File: src/verilog/spc_pkg.sv
// constants for the switch protection configuration register bank
package spc_pkg;
    // ============================================================
    // serial word layout
    localparam int BANK_BIT      = 13;
    localparam int ADDR_MSB      = 12;
    localparam int ADDR_LSB      = 10;
    localparam int DATA_W        = 9;
    // ============================================================
    // register address codes (bits 12:10 of the word)
    localparam logic [2:0] ADDR_OVERCURRENT = 3'h4;
    localparam logic [2:0] ADDR_RETRY       = 3'h5;
    localparam logic [2:0] ADDR_GLOBAL      = 3'h6;
    localparam logic [8:0] RESET_VALUE      = 9'h000;
    // ============================================================
    // overcurrent_config fields
    localparam int OC_HIGH_RANGE  = 8;
    localparam int OC_PRESCALE    = 7;
    localparam int OC_CLOCK_INT   = 6;
    localparam int OC_SENSE_RATIO = 5;
    localparam int OC_HIGH_WIN    = 4;
    localparam int OC_MID_WIN     = 3;
    localparam int OC_UPPER_THR   = 2;
    localparam int OC_MIDDLE_THR  = 1;
    localparam int OC_LOW_THR     = 0;
    // ============================================================
    // retry_config fields
    localparam int RT_OFFSET_POL  = 8;
    localparam int RT_COUNT_MSB   = 7;
    localparam int RT_COUNT_LSB   = 4;
    localparam int RT_PERIOD_HI   = 3;
    localparam int RT_PERIOD_LO   = 2;
    localparam int RT_UNLIMITED   = 1;
    localparam int RT_CONTROL     = 0;
    // ============================================================
    // global_config fields
    localparam int GC_PWM_EN1     = 8;
    localparam int GC_PWM_EN0     = 7;
    localparam int GC_PARALLEL    = 6;
    localparam int GC_TRACK_HOLD  = 5;
    localparam int GC_WD_DISABLE  = 4;
    localparam int GC_SUPPLY_FAIL = 3;
    localparam int GC_SENSE_SEL1  = 2;
    localparam int GC_SENSE_SEL0  = 1;
    localparam int GC_OV_DISABLE  = 0;
    // ============================================================
    // decoded levels and limits
    localparam logic [1:0] LOW_LEVEL_HIGHEST = 2'h0;
    localparam logic [1:0] LOW_LEVEL_MIDDLE  = 2'h1;
    localparam logic [1:0] LOW_LEVEL_LOWEST  = 2'h2;
    localparam logic [9:0] DIV_SMALL         = 10'h100;
    localparam logic [9:0] DIV_LARGE         = 10'h200;
    localparam logic [4:0] RETRY_LIMIT       = 5'h10;
    localparam logic       PROFILE_BULB      = 1'b0;
    localparam logic       PROFILE_MOTOR     = 1'b1;

    typedef enum logic [4:0] {
        SENSE_OFF  = 5'h01,
        SENSE_CH0  = 5'h02,
        SENSE_CH1  = 5'h04,
        SENSE_TEMP = 5'h08,
        SENSE_SUM  = 5'h10
    } spc_sense_t;
endpackage
File: src/verilog/spc_chan_decode.sv
// per-channel decode of overcurrent and retry settings plus retry counter
`timescale 1ns/1ps
module spc_chan_decode
    import spc_pkg::*;
(
    // clock and reset
    input  wire logic       sys_clk,
    input  wire logic       rst_n,
    // configuration
    input  wire logic [8:0] ocCfg,
    input  wire logic [8:0] rtCfg,
    input  wire logic       loadProfile,
    // retry events
    input  wire logic       retryAttempt,
    input  wire logic       retryCountClear,
    input  wire logic       ocWindowActive,
    // decoded outputs
    output logic [1:0]      lowLevel,
    output logic [9:0]      pwmDivider,
    output logic            clockInternal,
    output logic            senseLowRatio,
    output logic            highWindow2,
    output logic            middleWindow2,
    output logic [1:0]      motorWindowCode,
    output logic            upperThrLow,
    output logic            middleThrLow,
    output logic            offsetAdd,
    output logic [1:0]      retryPeriod,
    output logic            retryEnabled,
    output logic            retryAllowed,
    output logic            retryFull,
    output logic [4:0]      retryCount,
    output logic            senseAvailable
);
    // ============================================================
    // combinational decode
    wire       isMotor   = (loadProfile == PROFILE_MOTOR);
    wire [1:0] lowNext   = !ocCfg[OC_HIGH_RANGE] ? LOW_LEVEL_HIGHEST :
                           (ocCfg[OC_LOW_THR] ? LOW_LEVEL_LOWEST : LOW_LEVEL_MIDDLE);
    wire       enNext    = isMotor ? rtCfg[RT_CONTROL] : !rtCfg[RT_CONTROL];
    wire       fullNow   = (retryCount >= RETRY_LIMIT);
    wire       allowNext = enNext && (rtCfg[RT_UNLIMITED] || !fullNow);
    // counter only moves on attempts or explicit clear, never on delatch
    wire [4:0] countNext = retryCountClear ? 5'h00 :
                           (retryAttempt && allowNext && !fullNow) ? 5'(retryCount + 5'h01) :
                           retryCount;

    // ============================================================
    // registered outputs
    always_ff @(posedge sys_clk) begin
        if (!rst_n) begin
            lowLevel        <= LOW_LEVEL_HIGHEST;
            pwmDivider      <= DIV_SMALL;
            clockInternal   <= 1'b0;
            senseLowRatio   <= 1'b0;
            highWindow2     <= 1'b0;
            middleWindow2   <= 1'b0;
            motorWindowCode <= 2'h0;
            upperThrLow     <= 1'b0;
            middleThrLow    <= 1'b0;
            offsetAdd       <= 1'b0;
            retryPeriod     <= 2'h0;
            retryEnabled    <= 1'b0;
            retryAllowed    <= 1'b0;
            retryFull       <= 1'b0;
            retryCount      <= 5'h00;
            senseAvailable  <= 1'b0;
        end else begin
            lowLevel        <= lowNext;
            pwmDivider      <= ocCfg[OC_PRESCALE] ? DIV_LARGE : DIV_SMALL;
            clockInternal   <= ocCfg[OC_CLOCK_INT];
            senseLowRatio   <= ocCfg[OC_SENSE_RATIO];
            highWindow2     <= !isMotor && ocCfg[OC_HIGH_WIN];
            middleWindow2   <= !isMotor && ocCfg[OC_MID_WIN];
            motorWindowCode <= isMotor ? {ocCfg[OC_HIGH_WIN], ocCfg[OC_MID_WIN]} : 2'h0;
            upperThrLow     <= ocCfg[OC_UPPER_THR];
            middleThrLow    <= !isMotor && ocCfg[OC_MIDDLE_THR];
            offsetAdd       <= rtCfg[RT_OFFSET_POL];
            retryPeriod     <= {rtCfg[RT_PERIOD_HI], rtCfg[RT_PERIOD_LO]};
            retryEnabled    <= enNext;
            retryAllowed    <= allowNext;
            retryFull       <= (countNext >= RETRY_LIMIT);
            retryCount      <= countNext;
            senseAvailable  <= !ocWindowActive;
        end
    end

    // ============================================================
    // checks
    AST_SENSE_BLOCKED: assert property (@(posedge sys_clk) disable iff (!rst_n)
        ocWindowActive |=> !senseAvailable)
        else $error("sense available during overcurrent window");
    AST_RETRY_LIMIT: assert property (@(posedge sys_clk) disable iff (!rst_n)
        (fullNow && !retryCountClear) |=> (retryCount == RETRY_LIMIT))
        else $error("retry count passed limit");
    AST_COUNT_HOLD: assert property (@(posedge sys_clk) disable iff (!rst_n)
        (!retryAttempt && !retryCountClear) |=> $stable(retryCount))
        else $error("retry count changed without attempt");
endmodule

File: src/verilog/spc_config_bank.sv
// configuration register bank of the two-channel protected switch
`timescale 1ns/1ps
// Notes on behaviour
// - range bit 0 forces highest low threshold; else low bit picks middle or lowest
// - sensing of a channel unavailable while its own overcurrent window is active
// - prescale bit 1 divides external clock by 512, 0 by 256
// - clock source bit 1 uses internal clock, 0 external
// - sense ratio bit 1 low-current ratio, 0 high-current ratio
// - bulb: window bits pick high and middle times; motor: code picks one time
// - upper threshold bit 0 higher level, 1 lower level
// - middle threshold bit 0 higher, 1 lower; ignored for motor
// - offset polarity 1 adds offset, 0 subtracts it
// - two period bits pick one of four retry periods, default 00
// - unlimited bit allows endless retries, else stop after 16
// - retry count survives delatch and fault removal
// - retry bit: bulb 1 disables, motor 1 enables
// - both PWM enable bits start both channels together
// - parallel mode syncs channels and exposes bank 0 only
// - track-and-hold keeps sensed current after turn-off
// - watchdog disable bit 1 turns serial watchdog off
// - supply fail detect enabled enters fail-safe on low logic supply
// - sense select 00 off, 01 ch0, 10 ch1, 11 temp; sum in parallel high range
// - overvoltage disable bit 1 turns protection off
// - global register at code 0110, shared, bank bit ignored
// - word bit 13 selects bank: 0 channel 0, 1 channel 1
// - profile input 0 bulb, 1 motor, steers overcurrent and retry meaning
module spc_config_bank
    import spc_pkg::*;
(
    // clock and reset
    input  wire logic        sys_clk,
    input  wire logic        rst_n,
    // serial word write port
    input  wire logic        wrValid,
    input  wire logic [15:0] wrWord,
    // read-back port
    input  wire logic        rdReq,
    input  wire logic        rdBank,
    input  wire logic [2:0]  rdAddr,
    output logic             rdValid,
    output logic [8:0]       rdData,
    // channel status inputs
    input  wire logic [1:0]  loadProfileConfig,
    input  wire logic [1:0]  retryAttempt,
    input  wire logic [1:0]  retryCountClear,
    input  wire logic [1:0]  ocWindowActive,
    input  wire logic        logicSupplyLow,
    // per-channel decoded settings
    output logic [1:0]       lowLevel0,
    output logic [1:0]       lowLevel1,
    output logic [9:0]       pwmDivider0,
    output logic [9:0]       pwmDivider1,
    output logic [1:0]       clockInternal,
    output logic [1:0]       senseLowRatio,
    output logic [1:0]       highWindow2,
    output logic [1:0]       middleWindow2,
    output logic [1:0]       motorWindowCode0,
    output logic [1:0]       motorWindowCode1,
    output logic [1:0]       upperThrLow,
    output logic [1:0]       middleThrLow,
    output logic [1:0]       offsetAdd,
    output logic [1:0]       retryPeriod0,
    output logic [1:0]       retryPeriod1,
    output logic [1:0]       retryEnabled,
    output logic [1:0]       retryAllowed,
    output logic [1:0]       retryFull,
    output logic [1:0]       senseAvailable,
    // global settings
    output logic             pwmStartBoth,
    output logic             parallelMode,
    output logic             trackHoldEnable,
    output logic             watchdogEnable,
    output logic             failSafeRequest,
    output logic             overvoltageEnable,
    output spc_sense_t       senseSelect
);
    // ============================================================
    // storage
    logic [8:0] ocCfg_reg   [2];
    logic [8:0] rtCfg_reg   [2];
    logic [8:0] global_reg;
    logic [4:0] retryCount0;
    logic [4:0] retryCount1;

    // ============================================================
    // write decode
    wire       parallelOn = global_reg[GC_PARALLEL];
    wire [2:0] wrAddr     = wrWord[ADDR_MSB:ADDR_LSB];
    // in parallel mode only bank 0 exists for the host
    wire       wrBank     = wrWord[BANK_BIT] && !parallelOn;
    wire [8:0] wrData     = wrWord[DATA_W-1:0];
    wire       wrOc       = wrValid && (wrAddr == ADDR_OVERCURRENT);
    wire       wrRt       = wrValid && (wrAddr == ADDR_RETRY);
    wire       wrGlobal   = wrValid && (wrAddr == ADDR_GLOBAL);

    always_ff @(posedge sys_clk) begin
        if (!rst_n) begin
            ocCfg_reg[0] <= RESET_VALUE;
            ocCfg_reg[1] <= RESET_VALUE;
            rtCfg_reg[0] <= RESET_VALUE;
            rtCfg_reg[1] <= RESET_VALUE;
            global_reg   <= RESET_VALUE;
        end else begin
            if (wrOc) begin
                ocCfg_reg[wrBank] <= wrData;
            end
            if (wrRt) begin
                rtCfg_reg[wrBank] <= wrData;
            end
            if (wrGlobal) begin
                global_reg <= wrData;
            end
        end
    end

    // ============================================================
    // channel decode; channel 1 follows bank 0 in parallel mode
    wire [8:0] ocCh1 = parallelOn ? ocCfg_reg[0] : ocCfg_reg[1];
    wire [8:0] rtCh1 = parallelOn ? rtCfg_reg[0] : rtCfg_reg[1];
    wire       prof1 = parallelOn ? loadProfileConfig[0] : loadProfileConfig[1];

    spc_chan_decode uChan0 (
        .sys_clk         (sys_clk),
        .rst_n           (rst_n),
        .ocCfg           (ocCfg_reg[0]),
        .rtCfg           (rtCfg_reg[0]),
        .loadProfile     (loadProfileConfig[0]),
        .retryAttempt    (retryAttempt[0]),
        .retryCountClear (retryCountClear[0]),
        .ocWindowActive  (ocWindowActive[0]),
        .lowLevel        (lowLevel0),
        .pwmDivider      (pwmDivider0),
        .clockInternal   (clockInternal[0]),
        .senseLowRatio   (senseLowRatio[0]),
        .highWindow2     (highWindow2[0]),
        .middleWindow2   (middleWindow2[0]),
        .motorWindowCode (motorWindowCode0),
        .upperThrLow     (upperThrLow[0]),
        .middleThrLow    (middleThrLow[0]),
        .offsetAdd       (offsetAdd[0]),
        .retryPeriod     (retryPeriod0),
        .retryEnabled    (retryEnabled[0]),
        .retryAllowed    (retryAllowed[0]),
        .retryFull       (retryFull[0]),
        .retryCount      (retryCount0),
        .senseAvailable  (senseAvailable[0])
    );

    spc_chan_decode uChan1 (
        .sys_clk         (sys_clk),
        .rst_n           (rst_n),
        .ocCfg           (ocCh1),
        .rtCfg           (rtCh1),
        .loadProfile     (prof1),
        .retryAttempt    (retryAttempt[1]),
        .retryCountClear (retryCountClear[1]),
        .ocWindowActive  (ocWindowActive[1]),
        .lowLevel        (lowLevel1),
        .pwmDivider      (pwmDivider1),
        .clockInternal   (clockInternal[1]),
        .senseLowRatio   (senseLowRatio[1]),
        .highWindow2     (highWindow2[1]),
        .middleWindow2   (middleWindow2[1]),
        .motorWindowCode (motorWindowCode1),
        .upperThrLow     (upperThrLow[1]),
        .middleThrLow    (middleThrLow[1]),
        .offsetAdd       (offsetAdd[1]),
        .retryPeriod     (retryPeriod1),
        .retryEnabled    (retryEnabled[1]),
        .retryAllowed    (retryAllowed[1]),
        .retryFull       (retryFull[1]),
        .retryCount      (retryCount1),
        .senseAvailable  (senseAvailable[1])
    );

    // ============================================================
    // global decode
    wire [1:0] senseCode = {global_reg[GC_SENSE_SEL1], global_reg[GC_SENSE_SEL0]};
    // summed sensing only with the high range selected on bank 0
    wire       sumAllowed = ocCfg_reg[0][OC_HIGH_RANGE] && parallelOn;
    spc_sense_t senseNext;
    always_comb begin
        case (senseCode)
            2'h0:    senseNext = SENSE_OFF;
            2'h1:    senseNext = sumAllowed ? SENSE_SUM : SENSE_CH0;
            2'h2:    senseNext = SENSE_CH1;
            2'h3:    senseNext = SENSE_TEMP;
            default: senseNext = SENSE_OFF;
        endcase
    end
    wire       bothPwm   = global_reg[GC_PWM_EN1] && global_reg[GC_PWM_EN0];
    wire       failSafe  = global_reg[GC_SUPPLY_FAIL] && logicSupplyLow;

    // ============================================================
    // read-back
    wire       rdBankEff = rdBank && !parallelOn;
    wire [8:0] rtView0   = {rtCfg_reg[0][RT_OFFSET_POL], retryCount0[3:0], rtCfg_reg[0][3:0]};
    wire [8:0] rtView1   = {rtCh1[RT_OFFSET_POL], retryCount1[3:0], rtCh1[3:0]};
    wire [8:0] rdMux     = (rdAddr == ADDR_OVERCURRENT) ? (rdBankEff ? ocCfg_reg[1] : ocCfg_reg[0]) :
                           (rdAddr == ADDR_RETRY)       ? (rdBankEff ? rtView1 : rtView0) :
                           (rdAddr == ADDR_GLOBAL)      ? global_reg :
                           9'h000;

    always_ff @(posedge sys_clk) begin
        if (!rst_n) begin
            rdValid           <= 1'b0;
            rdData            <= 9'h000;
            pwmStartBoth      <= 1'b0;
            parallelMode      <= 1'b0;
            trackHoldEnable   <= 1'b0;
            watchdogEnable    <= 1'b1;
            failSafeRequest   <= 1'b0;
            overvoltageEnable <= 1'b1;
            senseSelect       <= SENSE_OFF;
        end else begin
            rdValid           <= rdReq;
            rdData            <= rdReq ? rdMux : rdData;
            pwmStartBoth      <= bothPwm;
            parallelMode      <= parallelOn;
            trackHoldEnable   <= global_reg[GC_TRACK_HOLD];
            watchdogEnable    <= !global_reg[GC_WD_DISABLE];
            failSafeRequest   <= failSafe;
            overvoltageEnable <= !global_reg[GC_OV_DISABLE];
            senseSelect       <= senseNext;
        end
    end

    // ============================================================
    // checks
    AST_LOW_LEVEL: assert property (@(posedge sys_clk) disable iff (!rst_n)
        (!ocCfg_reg[0][OC_HIGH_RANGE]) |=> (lowLevel0 == LOW_LEVEL_HIGHEST))
        else $error("low threshold not highest with range bit clear");
    AST_PRESCALE: assert property (@(posedge sys_clk) disable iff (!rst_n)
        ocCfg_reg[0][OC_PRESCALE] |=> (pwmDivider0 == DIV_LARGE))
        else $error("prescale divider wrong");
    AST_PWM_BOTH: assert property (@(posedge sys_clk) disable iff (!rst_n)
        (wrGlobal && wrData[GC_PWM_EN1] && wrData[GC_PWM_EN0]) |=> ##1 pwmStartBoth)
        else $error("pwm start not raised two cycles after write");
    AST_GLOBAL_SHARED: assert property (@(posedge sys_clk) disable iff (!rst_n)
        wrGlobal |=> (global_reg == $past(wrData)))
        else $error("global register not written regardless of bank");
    AST_BANK_SELECT: assert property (@(posedge sys_clk) disable iff (!rst_n)
        (wrOc && wrWord[BANK_BIT] && !parallelOn) |=> $stable(ocCfg_reg[0]))
        else $error("bank 1 write touched bank 0");
    AST_WATCHDOG: assert property (@(posedge sys_clk) disable iff (!rst_n)
        global_reg[GC_WD_DISABLE] |=> !watchdogEnable)
        else $error("watchdog still enabled");
    AST_SENSE_SUM: assert property (@(posedge sys_clk) disable iff (!rst_n)
        (senseCode == 2'h1 && sumAllowed) |=> (senseSelect == SENSE_SUM))
        else $error("summed sensing not selected");
    AST_READ_LATENCY: assert property (@(posedge sys_clk) disable iff (!rst_n)
        (rdReq && parallelOn && rdAddr == ADDR_OVERCURRENT) |=> (rdValid && rdData == $past(ocCfg_reg[0])))
        else $error("parallel read did not return bank 0");
endmodule

File: config.mk
export PLATFORM = sky130hd
export DESIGN_NAME = spc_config_bank
export DESIGN_NICKNAME = d
export VERILOG_FILES = /design/src/verilog/spc_pkg.sv /design/src/verilog/spc_chan_decode.sv /design/src/verilog/spc_config_bank.sv
export SDC_FILE = /design/constraint.sdc
export NUM_CORES = 1
export LEC_CHECK = 0
export BUFFER_PORTS_ARGS = -buffer_cell sky130_fd_sc_hd__buf_2
export CORE_UTILIZATION = 50
export CTS_CLUSTER_DIAMETER = 60
export DETAILED_ROUTE_END_ITERATION = 6
export PLACE_DENSITY = 0.84
export SYNTH_ARGS = -nofsm -noshare
export SYNTH_HDL_FRONTEND = slang
export SYNTH_SLANG_ARGS = --single-unit
File: constraint.sdc
create_clock -name sys_clk -period 2.7 [get_ports sys_clk]
set_input_delay 0.405 -clock sys_clk [delete_from_list [all_inputs] [get_ports sys_clk]]
set_output_delay 0.405 -clock sys_clk [all_outputs]
set_load 0.1 [all_outputs]
==> flow_metrics.py <==
metrics = {
    "floorplan": {
        "rows": 33,
        "coreArea_sq_um": 8340,
        "die_h_um": 95.4,
        "ios": 108,
        "initial_core_util_pct": 52.3,
        "die-area_sq_um": 9100,
        "die_w_um": 95.4,
    },
    "cts": {
        "insertion_delay_ns": 0.36,
        "post_cts_buffers": 0,
        "hold_buffers": 0,
        "cts_made_buffers": 9,
        "cts_sinks": 104,
        "htree_levels": 3,
        "cts_tree": "yes",
        "cts-root-buf": "clkbuf_8",
        "cts_buffer_depth": 2,
        "clkTransAtPathRegs_ns": 0.10,
        "cts_resized": 0,
    },
    "sta": {
        "maxSlewHeadroom_pct": 53.1,
        "slew_violations": 0,
        "final_hold_viol_count": 0,
        "setup_viol": 0,
        "rsz0062_at_grt": "no",
        "worst_pin_slew_ns": 0.703,
        "period_share_pct": 76.7,
        "fin_crit_ns": 2.07,
        "setup_slack_ns": 0.628,
        "finalClockSkew_ns": 0.00822,
        "finalSetupTns_ns": 0,
        "fmax_mhz": 483,
    },
    "global_routing": {
        "overflow": 0,
        "grt_max_degree": 26,
        "gr-usage-all-layers_pct": 21.8,
        "grt_pass1_wl_mm": 14.6,
        "first_global_vias": 2910,
        "antenna_found_initial": 0,
    },
    "synthesis": {
        "async_flop_share_pct": 0,
        "synth.distinct_cells": 53,
        "ys_dominant_reg_cell": "dfxtp_1",
        "syn_avg_cell_area_sq_um": 10.1,
        "synth_top_cell_area_share_pct": 34.9,
        "synth-xor-area-share_pct": 1.38,
        "netlist_area_sq_um": 4360,
        "ys_warn_count": 0,
        "yosysSeqAreaShare_pct": 54.2,
        "synth_top_family_by_area": "simple AND/OR/NAND/NOR gates",
        "synthAdderAreaFrac_pct": 1.15,
        "yosys.area.top_type": "dfxtp_1",
        "synth_edf_count": 28,
        "ys_ff_latch": 104,
        "synth_compound_area_share_pct": 10.2,
        "muxShareOfSynthArea_pct": 2.32,
        "syn-instance-count": 431,
        "netlist_top_cells_area": "dfxtp_1, edfxtp_1, buf_4",
        "yosys.area_share.simple_pct": 21.2,
    },
    "cells_and_area": {
        "drive_gt1_share_pct": 24.3,
        "final_cells": 608,
        "syn_to_final_growth_pct": 12.0,
        "largest_register_ffs": 18,
        "fillers": 767,
        "nets": 535,
        "n_antenna_cell": 0,
        "design_area_sq_um": 4890,
        "final_util_pct": 58.6,
    },
    "detailed_routing": {
        "remaining_drc_errors": 0,
        "drt-wirelength-per-cell_um": 15.4,
        "wl_mm": 9.37,
        "drtIter0Drc": 141,
        "via_per_inst": 5.21,
        "ant_nets": 0,
        "vias": 3165,
        "dr.pass1.iters": 4,
    },
    "place": {
        "gp_congestion": 0.915,
        "dpl.hpwl_mm": 7.20,
        "placed_cell_area_sq_um": 4680,
        "pre_cts_ws_ns": 0.549,
        "place_inst": 592,
        "portBuffers": 88,
    },
    "power_and_ir_drop": {
        "switchingPower_w": 0.000992,
        "leakagePower_nw": 2.13,
        "switching_share_pct": 31.4,
        "internal_power_w": 0.00217,
        "power.density_nw_per_um2": 647,
        "seqPwrFrac_pct": 53.0,
        "p_clk_share_pct": 31.0,
        "comb_power_share_pct": 16.0,
        "max-vdd-ir-drop_uv": 265,
    },
    "setup_path": {
        "start_kind": "flop",
        "cp_top_family": "flip-flops",
        "cpMaxStageDelayCell": "dfxtp_1",
        "crit_fanout": 17,
        "worst-path-buf-inv": 1,
        "crit_chain": "buf_4 > nand2b_1 > nand2_1 > a31oi_1 > a22o_1",
        "crit_required_ns": 3.01,
        "worstSetupPathType": "reg2reg",
        "max_stage_delay_ns": 0.72,
        "critPathArrivalTime_ns": 2.39,
        "cp-end-kind": "flop",
    },
    "run_status": {
        "status": "finished clean",
    },
    "flow_run": {
        "maxCapViolCount": 0,
    },
    "worst_hold_path": {
        "min_path_type": "in2reg",
    },
}
[per-layer routing]
layer | routed length, um | part of all wire [%] | global-route usage [%]
met4 | 229 | 2.4 | 10.2
met1 | 4170 | 44 | 29.5
met2 | 4400 | 47 | 34.5
met5 | 0 | 0 | 0
met3 | 578 | 6.2 | 3.19
[worst paths after layout]
| kind | to | slack (ns) | depth (start not counted) | startpoint |
|---|---|---|---|---|
| worst max-delay path | rdData[4] | 0.63 | 5 | global_reg[6] |
| worst min-delay path | uChan1.senseAvailable | 0.18 | 2 | ocWindowActive[1] |
| worst max register to register | rdData[4] | 0.63 | 5 | global_reg[6] |
| worst min register to register | overvoltageEnable | 0.42 | 1 | global_reg[0] |
[placed cells by master, fill, tap and decap left out, types with 6 or more instances in the layout]
cell type	count
a21boi_0	6
a21oi_1	19
and2_1	30
and3_1	16
buf_2	88
buf_4	6
clkbuf_8	9
conb_1	16
dfxtp_1	76
edfxtp_1	28
inv_1	18
mux2i_1	9
nand2_1	56
nand3_1	6
nor2_1	22
nor2b_1	11
o21ai_0	6
[per-stage QoR]
stage | total power [W] | hold WS [ns]
2_1_floorplan | 0.00215 | 0.371
3_3_place_gp | 0.00221 | 0.394
3_5_place_dp | 0.00222 | 0.389
4_1_cts | 0.00317 | 0.174
5_1_grt | 0.00327 | 0.179
6_report | 0.00316 | 0.182
[Yosys cell counts (all sizes together) (3+ instances only)]
cell type and n:
nand2b 5, nand2 56, and2 30, nand3b 4
and3 18, mux2i 9, xnor2 4, clkbuf 9
nor3 3, a22o 5, and2b 3, ha 4
inv 18, a21oi 19, a31o 4, edfxtp 28
nor3b 6, dfxtp 76, a221oi 3, o21ai 6
nor2b 11, a31oi 5, nor2 23, buf 44
a221o 4, nand3 6, a21boi 6
[power groups by stage]
stage          logic, W  registers [W]  clock network, W
2_1_floorplan  0.000347        0.00180                 0
3_3_place_gp   0.000499        0.00171                 0
3_5_place_dp   0.000504        0.00171                 0
4_1_cts        0.000505        0.00168          0.000993
5_1_grt        0.000531        0.00168           0.00105
6_report       0.000505        0.00168          0.000981
[cells by family after synthesis]
group | count (synthesis)
compound gates | 62
xor+xnor | 6
fa+ha+maj | 4
buf+inv | 71
flops | 104
mux | 10
other cells | 1
simple gates | 173
[final cells by class]
type                    instances  area [sq um]  share of cell area, %
repair buffers                 94           485                   9.93
well taps                     105           131                   2.69
clock buffers                   9           124                   2.53
inverters                      18          67.6                   1.38
clock inverters                 7          78.8                   1.61
multi-input cells             271          1640                   33.5
flip-flops and latches        104          2360                   48.3
Power figures use the tool's default switching activity.
